## src/hdl/dcf_defines.svh

```systemverilog
// Constants of the daisy chain data framer
`ifndef DCF_DEFINES_SVH
`define DCF_DEFINES_SVH
`define DCF_ERR_DATA_LOSS 16'h03FB
`define DCF_ERR_BAD_START 16'h0001
`define DCF_ERR_BUSY      16'h0002
`define DCF_RST_SOURCE    3'h2
`define DCF_RST_ROLE      3'h3
`define DCF_SEG_GAP       4'h4
`define DCF_RD_LATENCY    1
`endif

```

## src/hdl/dcf_pkg.sv

```systemverilog
// Types of the daisy chain data framer
package dcf_pkg;
   typedef enum logic [2:0] {
      stored_first_channel_source  = 3'h0,
      stored_second_channel_source = 3'h1,
      stored_both_source           = 3'h2,
      live_first_channel_source    = 3'h3,
      live_second_channel_source   = 3'h4,
      live_both_source             = 3'h5
   } dcf_source_t;
   typedef enum logic [2:0] {
      role_a     = 3'h0,
      role_orig  = 3'h1,
      role_ins   = 3'h2,
      role_off   = 3'h3,
      role_pipe  = 3'h4
   } dcf_role_t;
endpackage

```

## src/hdl/dcf_chain_if.sv

```systemverilog
// Chain byte stream carrier between framer modules
`timescale 1ns/1ps
`default_nettype none
interface dcf_chain_if;
   logic       valid;
   logic       ready;
   logic [7:0] data;
   logic       eob;
   logic       eof;
   modport src (output valid, output data, output eob, output eof, input ready);
   modport snk (input valid, input data, input eob, input eof, output ready);
endinterface
`default_nettype wire

```

## src/hdl/dcf_framer.sv

```systemverilog
// Daisy chain data framer top
`timescale 1ns/1ps
`default_nettype none
`include "dcf_defines.svh"
module dcf_framer
   import dcf_pkg::*;
(
   input  wire logic        clock,
   input  wire logic        nrst,
   // Register port
   input  wire logic [3:0]  addr,
   input  wire logic [15:0] wdata,
   input  wire logic        wr,
   input  wire logic        rd,
   output logic [15:0]      rdata,
   // Measurement and data
   input  wire logic        meas_active,
   input  wire logic        meas_done,
   input  wire logic        conv_valid,
   input  wire logic [15:0] conv_first,
   input  wire logic [15:0] conv_second,
   input  wire logic        mem_valid,
   input  wire logic [15:0] mem_first,
   input  wire logic [15:0] mem_second,
   input  wire logic        mem_last,
   input  wire logic        mem_seg_end,
   output logic             mem_take,
   // Upstream chain
   input  wire logic        up_valid,
   input  wire logic [7:0]  up_data,
   input  wire logic        up_eob,
   input  wire logic        up_eof,
   output logic             up_ready,
   // Downstream chain
   output logic             dn_valid,
   output logic [7:0]       dn_data,
   output logic             dn_eob,
   output logic             dn_eof,
   input  wire logic        dn_ready
);
   // ----------------------------------------
   // Register map
   // ----------------------------------------
   localparam logic [3:0] A_ROLE = 4'h0;
   localparam logic [3:0] A_SRC  = 4'h1;
   localparam logic [3:0] A_CTRL = 4'h2;
   localparam logic [3:0] A_STAT = 4'h3;
   localparam logic [3:0] A_ERR  = 4'h4;

   typedef enum {s_idle, s_fwd_pre, s_own, s_eof, s_fwd_post, s_pipe, s_pause} dcf_state_t;

   dcf_state_t  state, next_state;
   dcf_role_t   role;
   dcf_source_t source;
   logic [15:0] err;
   logic        run_memory;
   logic        mem_start_ok;
   logic        autostart;
   logic        seg_hold;
   logic        live_end;

   function automatic logic is_mem(input dcf_source_t s);
      is_mem = s == stored_first_channel_source || s == stored_second_channel_source
            || s == stored_both_source;
   endfunction
   function automatic logic is_framing(input dcf_role_t r);
      is_framing = r == role_a || r == role_orig || r == role_ins;
   endfunction

   wire wr_role  = wr && addr == A_ROLE && !meas_active;
   wire wr_src   = wr && addr == A_SRC  && !meas_active;
   wire wr_start = wr && addr == A_CTRL && wdata[0];
   wire wr_reset = wr && addr == A_CTRL && wdata[1];
   wire wr_clr   = wr && addr == A_ERR;
   assign mem_start_ok = wr_start && is_mem(source) && role != role_off && !meas_active;
   wire start_rej = wr_start && !mem_start_ok;
   wire dual      = source == stored_both_source || source == live_both_source;
   wire use_2     = source == stored_second_channel_source || source == live_second_channel_source;
   // Automatic memory transfer when role and source were valid before the run
   assign autostart = meas_done && is_framing(role) && is_mem(source);
   wire go = mem_start_ok || autostart;
   // Memory sources wait for the end of the run, so only live sources start on meas_active
   wire live_start = meas_active && is_framing(role) && !is_mem(source);
   // Off and pipe act on the chain at once, before the sequencer has caught up
   wire chain_on   = role != role_off;
   wire pipe_now   = role == role_pipe;
   wire framing_on = chain_on && !pipe_now;

   // ----------------------------------------
   // Own data path
   // ----------------------------------------
   dcf_chain_if own ();
   logic ser_busy;
   wire own_phase = framing_on && state == s_own;
   wire eof_phase = framing_on && state == s_eof;
   wire live_load = own_phase && !run_memory && conv_valid && !live_end;
   wire mem_load  = own_phase && run_memory && mem_valid && !seg_hold;
   assign mem_take = mem_load && !ser_busy;
   wire lost      = live_load && ser_busy;

   dcf_serializer u_ser (
      .clock       (clock),
      .nrst        (nrst),
      .load        (mem_take || (live_load && !ser_busy)),
      .dual        (dual),
      .use_second  (use_2),
      .first_word  (run_memory ? mem_first : conv_first),
      .second_word (run_memory ? mem_second : conv_second),
      .last        (run_memory && mem_last),
      .busy        (ser_busy),
      .out         (own)
   );

   dcf_seg_timer u_seg (
      .clock (clock),
      .nrst  (nrst),
      .start (mem_take && mem_seg_end),
      .hold  (seg_hold)
   );

   wire own_done = own.valid && own.eob && dn_ready;

   // ----------------------------------------
   // Chain routing
   // ----------------------------------------
   wire fwd = pipe_now || (framing_on && (state == s_fwd_pre || state == s_fwd_post));
   assign own.ready = own_phase && dn_ready;
   assign up_ready  = fwd && dn_ready;
   // Role_a swallows the upstream end-of-frame and re-emits its own later
   wire pre_eof_drop = framing_on && state == s_fwd_pre && up_eof;
   assign dn_valid = fwd ? up_valid && !pre_eof_drop
                   : own_phase ? own.valid : eof_phase;
   assign dn_data  = fwd ? up_data : own_phase ? own.data : 8'h00;
   assign dn_eob   = fwd ? up_eob : own_phase && own.eob;
   assign dn_eof   = fwd ? up_eof : eof_phase;
   wire up_xfer    = up_valid && up_ready;

   // ----------------------------------------
   // Sequencer
   // ----------------------------------------
   always_comb begin
      next_state = state;
      case (state)
         s_idle: begin
            if (role == role_pipe)
               next_state = s_pipe;
            else if (go || live_start)
               next_state = role == role_a ? s_fwd_pre : s_own;
         end
         s_fwd_pre:
            if (up_xfer && up_eof)
               next_state = s_own;
         s_own:
            if (own_done || (!run_memory && (meas_done || live_end) && !ser_busy))
               next_state = role == role_ins ? s_fwd_post : s_eof;
         s_eof:
            if (dn_ready)
               next_state = role == role_a ? s_pause : s_idle;
         s_fwd_post:
            if (up_xfer && up_eof)
               next_state = s_pause;
         s_pipe:
            next_state = s_pipe;
         s_pause:
            next_state = s_pause;
         default:
            next_state = s_idle;
      endcase
      if (role == role_off)
         next_state = s_idle;
      else if (role == role_pipe)
         next_state = s_pipe;
      else if (state == s_pipe)
         next_state = s_idle;
      if (wr_reset)
         next_state = s_idle;
   end

   always_ff @(posedge clock) begin
      if (!nrst)
         state <= s_idle;
      else
         state <= next_state;
   end

   always_ff @(posedge clock) begin
      if (!nrst)
         run_memory <= 1'b0;
      else if (state == s_idle && next_state != s_idle)
         run_memory <= go;
   end

   // A measurement end that meets a busy serializer is kept until the last byte is out
   always_ff @(posedge clock) begin
      if (!nrst)
         live_end <= 1'b0;
      else if (state != s_own)
         live_end <= 1'b0;
      else if (meas_done)
         live_end <= 1'b1;
   end

   // ----------------------------------------
   // Registers
   // ----------------------------------------
   always_ff @(posedge clock) begin
      if (!nrst) begin
         role   <= dcf_role_t'(`DCF_RST_ROLE);
         source <= dcf_source_t'(`DCF_RST_SOURCE);
      end else begin
         if (wr_role)
            role <= dcf_role_t'(wdata[2:0]);
         if (wr_src)
            source <= dcf_source_t'(wdata[2:0]);
      end
   end

   always_ff @(posedge clock) begin
      if (!nrst)
         err <= 16'h0000;
      else if (lost)
         err <= `DCF_ERR_DATA_LOSS;
      else if (start_rej)
         err <= meas_active ? `DCF_ERR_BUSY : `DCF_ERR_BAD_START;
      else if (wr_clr)
         err <= 16'h0000;
   end

   wire [15:0] stat = {12'h000, state == s_pause, ser_busy, run_memory, state != s_idle};
   wire [15:0] rmux = addr == A_ROLE ? {13'h0, role}
                    : addr == A_SRC  ? {13'h0, source}
                    : addr == A_STAT ? stat
                    : addr == A_ERR  ? err : 16'h0000;
   always_ff @(posedge clock) begin
      if (!nrst)
         rdata <= 16'h0000;
      else
         rdata <= rd ? rmux : 16'h0000;
   end
endmodule
`default_nettype wire

```

## src/hdl/dcf_serializer.sv

```systemverilog
// Reading-to-byte serializer for own data
`timescale 1ns/1ps
`default_nettype none
`include "dcf_defines.svh"
module dcf_serializer
   import dcf_pkg::*;
(
   input  wire logic        clock,
   input  wire logic        nrst,
   input  wire logic        load,
   input  wire logic        dual,
   input  wire logic        use_second,
   input  wire logic [15:0] first_word,
   input  wire logic [15:0] second_word,
   input  wire logic        last,
   output logic             busy,
   dcf_chain_if.src         out
);
   logic [31:0] shreg;
   logic [2:0]  left;
   logic        last_q;
   logic [31:0] next_shreg;
   logic [2:0]  next_left;

   // Dual sets go out channel 2 first; single words sit in the top half
   assign next_shreg = dual ? {second_word, first_word}
                     : {(use_second ? second_word : first_word), 16'h0000};
   assign next_left  = dual ? 3'd4 : 3'd2;
   assign busy       = left != 3'd0;
   assign out.valid  = busy;
   assign out.data   = shreg[31:24];
   assign out.eob    = last_q && left == 3'd1;
   assign out.eof    = 1'b0;

   always_ff @(posedge clock) begin
      if (!nrst) begin
         shreg  <= 32'h0;
         left   <= 3'd0;
         last_q <= 1'b0;
      end else if (load && !busy) begin
         shreg  <= next_shreg;
         left   <= next_left;
         last_q <= last;
      end else if (busy && out.ready) begin
         shreg <= {shreg[23:0], 8'h00};
         left  <= left - 3'd1;
      end
   end
endmodule
`default_nettype wire

```

## src/hdl/dcf_seg_timer.sv

```systemverilog
// Gap timer for segment address repointing
`timescale 1ns/1ps
`default_nettype none
`include "dcf_defines.svh"
module dcf_seg_timer (
   input  wire logic clock,
   input  wire logic nrst,
   input  wire logic start,
   output logic      hold
);
   logic [3:0] cnt;
   assign hold = cnt != 4'd0;
   always_ff @(posedge clock) begin
      if (!nrst)
         cnt <= 4'd0;
      else if (start)
         cnt <= `DCF_SEG_GAP;
      else if (hold)
         cnt <= cnt - 4'd1;
   end
endmodule
`default_nettype wire

```

## config.mk

```make
export PLATFORM = sky130hd
export DESIGN_NAME = dcf_framer
export DESIGN_NICKNAME = d
export VERILOG_FILES = /design/src/hdl/dcf_pkg.sv /design/src/hdl/dcf_chain_if.sv /design/src/hdl/dcf_framer.sv /design/src/hdl/dcf_serializer.sv /design/src/hdl/dcf_seg_timer.sv
export VERILOG_INCLUDE_DIRS = /design/src /design/src/hdl
export SDC_FILE = /design/constraint.sdc
export NUM_CORES = 1
export LEC_CHECK = 0
export ABC_AREA = 1
export BUFFER_PORTS_ARGS = -buffer_cell sky130_fd_sc_hd__buf_2
export CORE_MARGIN = 10
export CORE_UTILIZATION = 35
export DETAILED_ROUTE_END_ITERATION = 12
export GPL_TIMING_DRIVEN = 0
export PLACE_DENSITY = 0.66
export SETUP_SLACK_MARGIN = 0.15
export SLEW_MARGIN = 20
export SYNTH_ARGS = -nofsm -noshare
export SYNTH_HDL_FRONTEND = slang
export SYNTH_SLANG_ARGS = --single-unit
```

## constraint.sdc

```tcl
create_clock -name clock -period 4.1 [get_ports clock]
set_input_delay 0 -clock clock [delete_from_list [all_inputs] [get_ports clock]]
set_output_delay 0 -clock clock [all_outputs]
set_load 0.05 [all_outputs]
```

==> flow_metrics.tcl, run 1 <==
set metrics [dict create \
    cts_tree "done" \
    routabilityCongestion 0.9090 \
    std_cell_rows 41 \
    cts_made_buffers 9 \
    hp-class "input pin to register" \
    synth_compound_area_frac 0.1595 \
    final.min_clock_period_ns 2.369 \
    synthCells 625 \
    final_nets 901 \
    ys_top_cells_by_area "dfxtp_1, mux2i_1, nand2_1, inv_1, o21ai_0" \
    ys_types 43 \
    drv_slew 0 \
    setup_viol 0 \
    yosysTopAreaCell "dfxtp_1" \
    tns_ns 0 \
    slew_headroom 0.4514 \
    chipHeight_um 135.0 \
    fmaxAchievable_ghz 0.4221 \
    cts_htree_levels 3 \
    grt.total_usage 0.1422 \
    grt_first_pass_wirelength_um 20870 \
    start_util 0.3622 \
    antenna_found_initial 0 \
    synth_top_family_by_area "simple AND/OR/NAND/NOR gates" \
    place_ws_ns 1.770 \
    first_iter_violations 344 \
    end_kind "output port" \
    synth_common_cells "nand2_1, inv_1, dfxtp_1" \
    power.leakage_nw 2.892 \
    powerDensity_mw_per_mm2 338.2 \
    maxCapViolCount 0 \
    grt_max_degree 18 \
    ys.flop_type "dfxtp_1" \
    drc 0 \
    start_kind "register" \
    critPathKind "register to output port" \
    post_cts_resized 0 \
    drtPass1Iterations 5 \
    synthAdderAreaFrac 0.01082 \
    vias_per_cell 4.656 \
    antenna_cells 0 \
    ff2ff_path_depth 14 \
    synthArstFlopShare 0 \
    path_max_fanout 10 \
    pin_count 135 \
    yosys_warnings 0 \
    grt_overflow 0 \
    dp_hpwl_um 10440 \
    synth_area_mm2 0.004627 \
    num_vias 4507 \
    ys_seq_area_frac 0.3807 \
    drt-total-wl_um 13300 \
    die_w_um 135.0 \
    wl_per_cell_um 13.74 \
    core-area_mm2 0.01277 \
    yosysMostFrequentCell "nand2_1" \
    io_buffers 114 \
    timing.final.crit_share 0.5779 \
    hold_viol 0 \
    max_slew.worst_pin.slew_ns 0.8230 \
    clock_skew_ns 0.006208 \
    setup_ws_ns 1.731 \
    layout-drive-gt1-share 0.2148 \
    crit_arrival_ns 2.37 \
    holdBufCountCts 7 \
    status "completed" \
    vdd_drop_max_mv 0.2206 \
    synthMuxAreaShare 0.1103 \
    drtAntennaViolNets 0 \
    synth_xor_area_frac 0.001893 \
    synth_seq_cells 88 \
    clkSinkCount 88 \
    yosys.area_share.simple 0.2117 \
    die-area_mm2 0.01822 \
    ctsRootBufferMaster "clkbuf_16" \
    cts.clk_slew.worst_paths_ns 0.07 \
    grt_pass1_vias 4132 \
    synth_edf_count 0 \
    fin_total_pwr_w 0.002002 \
    rsz0062_at_grt "no" \
    clock_latency_ns 0.35 \
    crit_required_ns 4.10 \
    post-cts-setup-buffers 0 \
    whs_path_depth 5 \
    areaGrowthSynthToFinish_pct 27.93 \
    cts_buffer_depth 2 \
    synth.avg_cell_area_um2 7.403 \
    final_util 0.4634 \
    synth_top_area_share 0.3807 \
]
[worst paths after layout]
kind | from | endpoint | slack, ns
worst min register to register | u_ser.shreg[6] | u_ser.shreg[6] | 0.47
worst max register to register | u_ser.left[0] | run_memory | 1.75
worst min-delay path | meas_done | live_end | 0.01
worst max-delay path | state[4] | dn_valid | 1.73
[per-stage QoR]
stage / cells / hold WS, ns / cell area, um2
detailed placement: 945 / 0.2482 / 5540
finish: 968 / 0.01125 / 5919
CTS: 968 / 0.009739 / 5919
floorplan: 659 / 0.1264 / 4755
global placement: 945 / 0.2545 / 5540
global route: 968 / 0.05731 / 5919
[worst max-delay path, cell delays in order, from the launching register on]
cell and delay [ns]:
dfxtp_1 0.30, inv_1 0.04, nand2_1 0.05, nor2_2 0.33
nand2_1 0.10, nor2_1 0.12, nand2_1 0.09, nand3_1 0.11
nand2_1 0.09, clkinv_1 0.23, o311ai_0 0.18, nand3_1 0.11
buf_2 0.27
[area by class of cell]
type | instances | area [um2]
inverter | 97 | 364.1
tap | 172 | 215.2
clock inverter | 7 | 83.83
timing repair buffer | 121 | 640.6
sequential | 88 | 1762
clock buffer | 9 | 225.2
fill | 1295 | 6854
buffer | 33 | 210.2
multi-input combinational | 441 | 2419
[sequential cells by signal (all words and copies together), names as in the netlist]
register      flops
live_end          1
rdata             5
err               3
run_memory        1
u_ser.shreg      32
source            3
role              3
u_ser.left        3
u_seg.cnt         4
state            32
u_ser.last_q      1
[per-layer routing]
metal / vias to the layer above / global-route usage / wire length [um]
met5: - / 0 / 0
met2: 161 / 0.2208 / 6016
met1: 1990 / 0.1886 / 6081
li1: 2343 / - / -
met4: 0 / 0.04545 / 170
met3: 13 / 0.03487 / 1031
[layout by cell type (no fill, tap or decap), types with 13 or more instances in the layout]
cell	synthesis	layout
buf_2	6	120
nand2_1	109	109
inv_1	91	91
dfxtp_1	88	88
nor2_1	56	56
mux2i_1	51	51
o21ai_0	49	49
a21oi_1	38	38
conb_1	1	35
nand3_1	28	28
buf_4	13	13
[logic make-up (layout without fill, tap and decap cells)]
logic type                 after synthesis  after routing
and+or+nand+nor                        226            226
xor gates and xnor gates                 1              1
other                                    1             35
muxes                                   51             51
buffers and inverters                  130            267
adders and majority gates                4              4
DFF                                     88             88
AOI/OAI and AO/OA                      124            124
[power by group]
part | switching (W) | leakage, nW | total, W | internal (W)
Sequential | 0.0000150 | 0.721 | 0.000902 | 0.000887
Combinational | 0.000133 | 2.02 | 0.000231 | 0.0000984
Clock | 0.000383 | 0.149 | 0.000868 | 0.000486
Total | 0.000531 | 2.89 | 0.00200 | 0.00147
No activity file was read; power rests on OpenSTA's default activity.
==> run 2, diff against run 1 <==
==> constraint.sdc (replaced) <==
create_clock -name clock -period 2.4 [get_ports clock]
set_input_delay 0 -clock clock [delete_from_list [all_inputs] [get_ports clock]]
set_output_delay 0 -clock clock [all_outputs]
set_load 0.05 [all_outputs]
==> flow_metrics.tcl, run 2 (synthesis gave the netlist of run 1 again) <==
set metrics [dict create \
    std_cell_rows 41 \
    rsz0062_at_grt "yes" \
    clkSinkCount 88 \
    max_slew.worst_pin.slew_ns 0.8221 \
    grt.total_usage 0.1413 \
    final.min_clock_period_ns 2.171 \
    die_w_um 135.0 \
    ctsRootBufferMaster "clkbuf_16" \
    grt_overflow 0 \
    critPathKind "register to register" \
    io_buffers 114 \
    power.leakage_nw 2.996 \
    cts_buffer_depth 2 \
    cts_made_buffers 9 \
    grt_first_pass_wirelength_um 20900 \
    hold_viol 0 \
    start_kind "register" \
    setup_viol 0 \
    antenna_cells 0 \
    clock_latency_ns 0.34 \
    core-area_mm2 0.01277 \
    powerDensity_mw_per_mm2 542.7 \
    grt_pass1_vias 4253 \
    path_max_fanout 10 \
    worstReg2RegStart "state[25]" \
    crit_required_ns 2.63 \
    slew_headroom 0.4519 \
    hp-class "input pin to register" \
    cts.clk_slew.worst_paths_ns 0.07 \
    num_vias 4564 \
    timing.final.crit_share 0.9047 \
    min_from "dn_ready" \
    tns_ns 0 \
    maxCapViolCount 0 \
    vdd_drop_max_mv 0.3310 \
    vias_per_cell 4.629 \
    crit_arrival_ns 2.41 \
    layout_common_cells "buf_2, nand2_1, inv_1, dfxtp_1" \
    start_util 0.3622 \
    antenna_found_initial 0 \
    cts_tree "done" \
    first_iter_violations 386 \
    chipHeight_um 135.0 \
    drtAntennaViolNets 0 \
    drt-total-wl_um 13570 \
    pin_count 135 \
    hold_ws_ns 0.01443 \
    reg_top3 "state (32), u_ser.shreg (32), rdata (5)" \
    areaGrowthSynthToFinish_pct 34.15 \
    cts_htree_levels 3 \
    cp-startpoint "state[25]" \
    dp_hpwl_um 10430 \
    drc 0 \
    drv_slew 0 \
    drtPass1Iterations 5 \
    clock_skew_ns 0.006010 \
    status "completed" \
    final_nets 919 \
    wl_per_cell_um 13.76 \
    routabilityCongestion 0.9057 \
    die-area_mm2 0.01822 \
    end_kind "register" \
    layout-drive-gt1-share 0.2531 \
    fmaxAchievable_ghz 0.4605 \
    grt_max_degree 17 \
]
[run 2: per-layer routing]
layer,vias up,share of wire,global-route usage
li1,2381,-,-
met1,2002,0.45,0.1872
met2,161,0.45,0.2148
met3,20,0.073,0.03079
met4,0,0.022,0.06220
met5,-,0,0
[run 2: power breakdown]
part,internal (W),leakage (nW),switching [W]
logic,0.000169,2.14,0.000231
registers,0.00152,0.722,0.0000253
clock network,0.000816,0.139,0.000611
total,0.00250,3.00,0.000867
[run 2: path summary, 6_finish.rpt]
| check | endpoint | slack (ns) | depth (start not counted) |
|---|---|---|---|
| setup / recovery | u_ser.shreg[15] | 0.23 | 17 |
| hold / removal | u_ser.left[0] | 0.01 | 3 |
| setup reg to reg | u_ser.shreg[15] | 0.23 | 17 |
| hold reg to reg | u_ser.shreg[1] | 0.47 | 2 |
[run 2: worst max-delay path, stage by stage, from the launching register on]
cell,delay [ns]
dfxtp_1,0.32
inv_1,0.05
nand2_1,0.06
nor2_2,0.14
nand2_2,0.08
nor2_4,0.13
nand2_2,0.07
nor2_4,0.17
inv_2,0.07
nor2_4,0.12
inv_2,0.07
nor2_4,0.14
nand2_4,0.07
nand2_4,0.11
inv_4,0.08
buf_6,0.15
a221oi_2,0.18
nor2_1,0.06
[run 2: timing repair]
action                                  4_1_cts  5_1_grt
hold buffers                                  7        0
endpoints found under the setup margin       11       49
pin swaps                                     0        9
buffers inserted                              0       16
cloned                                        0        2
endpoints found under the hold margin        11        0
resized for setup                             3       48
[run 2: through the flow]
stage	setup slack [ns]	area [um2]	std cells	util	power, W
5_1_grt	0.04735	6207	986	0.4859	0.003515
3_3_place_gp	0.1017	5545	945	0.4341	0.001954
3_5_place_dp	0.1149	5545	945	0.4341	0.001960
6_report	0.2286	6207	986	0.4859	0.003369
4_1_cts	0.1772	5928	968	0.4641	0.003395
2_1_floorplan	0.2229	4760	659	-	0.001824
[run 2: area by class of cell]
cell class	count	area, um2
Timing Repair Buffer	139	830.8
Buffer	33	232.7
Multi-Input combinational cell	441	2489
Tap cell	172	215.2
Fill cell	1252	6566
Inverter	97	371.6
Sequential cell	88	1764
Clock buffer	9	225.2
Clock inverter	7	78.83
==> run 3, diff against run 2 <==
--- a/config.mk
+++ b/config.mk
@@ -11,6 +11,7 @@
 export CORE_MARGIN = 10
 export CORE_UTILIZATION = 35
 export DETAILED_ROUTE_END_ITERATION = 12
+export GPL_ROUTABILITY_DRIVEN = 0
 export GPL_TIMING_DRIVEN = 0
 export PLACE_DENSITY = 0.66
 export SETUP_SLACK_MARGIN = 0.15
==> constraint.sdc (replaced) <==
create_clock -name clock -period 2.4 [get_ports clock]
set_input_delay 0.48 -clock clock [delete_from_list [all_inputs] [get_ports clock]]
set_output_delay 0.48 -clock clock [all_outputs]
set_load 0.05 [all_outputs]
==> flow_metrics.tcl, run 3 (synthesis gave the netlist of run 1 again) <==
set metrics [dict create \
    start_kind "register" \
    pin_count 135 \
    final_nets 940 \
    setup_viol 14 \
    end_kind "output port" \
    placed_area_mm2 0.005545 \
    grt_max_degree 16 \
    ctsRootBufferMaster "clkbuf_16" \
    slowest_stage "dfxtp_1" \
    die-area_mm2 0.01822 \
    hp-class "input pin to register" \
    grt_overflow 0 \
    p_int_w 0.002629 \
    status "finished, violations left" \
    power.net_switching_w 0.0008936 \
    path_max_fanout 3 \
    cts_buffer_depth 2 \
    min_from "wdata[1]" \
    antenna_found_initial 0 \
    cts.clk_slew.worst_paths_ns 0.07 \
    dp_cells 945 \
    cts_made_buffers 9 \
    ff2ff_path_depth 18 \
    grt_pass1_vias 4396 \
    fill_cells 1151 \
    chipHeight_um 135.0 \
    maxCapViolCount 0 \
    drtAntennaViolNets 0 \
    final_area_mm2 0.006927 \
    power.leakage_nw 3.310 \
    final_util 0.5423 \
    hold_ws_ns 0.3791 \
    layout-drive-gt1-share 0.3449 \
    die_w_um 135.0 \
    crit_required_ns 1.92 \
    timing.final.crit_share 1.044 \
    vdd_drop_max_mv 0.3597 \
    vias_per_cell 4.831 \
    cpMostUsedCell "buf_6" \
    drtPass1Iterations 5 \
    wl_per_cell_um 15.24 \
    num_vias 4865 \
    clkSinkCount 88 \
    netSwitchingFraction 0.2537 \
    cts_htree_levels 3 \
    crit_arrival_ns 2.03 \
    clock_skew_ns 0.009101 \
    slew_headroom 0.4715 \
    whs_path_depth 3 \
    dp_hpwl_um 10570 \
    hold_viol 0 \
    pwr-share-seq 0.439 \
    final_common_cell "buf_2" \
    antenna_cells 0 \
    worstReg2RegStart "state[21]" \
    areaGrowthSynthToFinish_pct 49.70 \
    setup_ws_ns -0.1066 \
    powerDensity_mw_per_mm2 508.5 \
    rrSetupSlack_ns -0.01 \
    fmaxAchievable_ghz 0.3989 \
    drt-total-wl_um 15350 \
    finalNonFillerCells 1007 \
    drc 0 \
    layout_common_cells "buf_2, nand2_1, inv_1, dfxtp_1, nor2_1" \
    holdPathEnd "role[1]" \
    first_iter_violations 376 \
    grt_first_pass_wirelength_um 21520 \
    io_buffers 114 \
    max_slew.worst_pin.slew_ns 0.7927 \
    grt.total_usage 0.1452 \
    pwr-share-clk 0.443 \
    combinationalPowerShare 0.119 \
    r2r-end "u_ser.shreg[15]" \
    violations "setup timing" \
    drv_slew 0 \
    max_stage_delay_ns 0.30 \
    final.min_clock_period_ns 2.507 \
    core-area_mm2 0.01277 \
    rsz0062_at_grt "yes" \
    cts_tree "done" \
    std_cell_rows 41 \
    worstPathCellList "inv_1 > nand2_1 > nor2_1 > nand2_2 > nor2_4 > buf_6 > buf_6 > nand2_4 > o311ai_1 > nand3_1 > buf_6" \
    reg_top3 "state (32), u_ser.shreg (32), rdata (5)" \
    clock_latency_ns 0.35 \
    start_util 0.3622 \
    critPathKind "register to output port" \
]
-- run 3: repair_timing --
item,4_1_cts,5_1_grt
endpoints found under the hold margin,0,0
setup buffers,12,23
resized for setup,44,133
endpoints found under the setup margin,14,49
hold buffers,0,0
pin swaps,8,44
cloned,0,11
-- run 3: per-layer routing --
metal,global-route usage,vias up,share of wire
li1,-,2437,-
met2,0.2353,181,0.49
met4,0.04545,0,0.021
met5,0,-,0
met3,0.03635,32,0.068
met1,0.1848,2215,0.42
-- run 3: power by group through the flow --
stage | logic (W) | clock network [W] | registers, W
detailed placement | 0.000391 | 0 | 0.00158
global placement | 0.000379 | 0 | 0.00158
floorplan | 0.000252 | 0 | 0.00157
global route | 0.000470 | 0.00163 | 0.00155
finish | 0.000418 | 0.00156 | 0.00154
CTS | 0.000402 | 0.00156 | 0.00154
-- run 3: final cells by class --
class	instances	area (um2)	area share
timing repair inverter	1	11.26	0.001626
sequential	88	1764	0.2547
inverter	97	379.1	0.05473
buffer	33	275.3	0.03974
clock buffer	10	239.0	0.03450
clock inverter	6	91.34	0.01319
timing repair buffer	158	1132	0.1635
multi-input combinational	442	2819	0.4070
tap	172	215.2	0.03107
-- run 3: metrics by stage --
| stage | TNS (ns) | total power [W] | setup slack, ns |
|---|---|---|---|
| 2_1_floorplan | 0 | 0.001824 | 0.1571 |
| 3_3_place_gp | -0.06665 | 0.001954 | -0.06665 |
| 3_5_place_dp | -0.08418 | 0.001967 | -0.08418 |
| 5_1_grt | -6.600 | 0.003648 | -0.2374 |
| 6_report | -1.172 | 0.003522 | -0.1066 |
| 4_1_cts | -0.5660 | 0.003507 | -0.05842 |
-- run 3: worst max-delay path by stage --
stage,startpoint,endpoint
3_3_place_gp,state[4],dn_valid
3_5_place_dp,state[4],dn_valid
4_1_cts,state[30],dn_data[5]
2_1_floorplan,state[4],dn_eof
6_report,state[21],dn_valid
5_1_grt,state[9],dn_data[7]
-- run 3: critical path, delay by kind of cell (launching register included) --
kind            cells  cell delay [ns]
simple gates        6             0.66
flops               1             0.30
buf+inv             4             0.45
compound gates      1             0.28
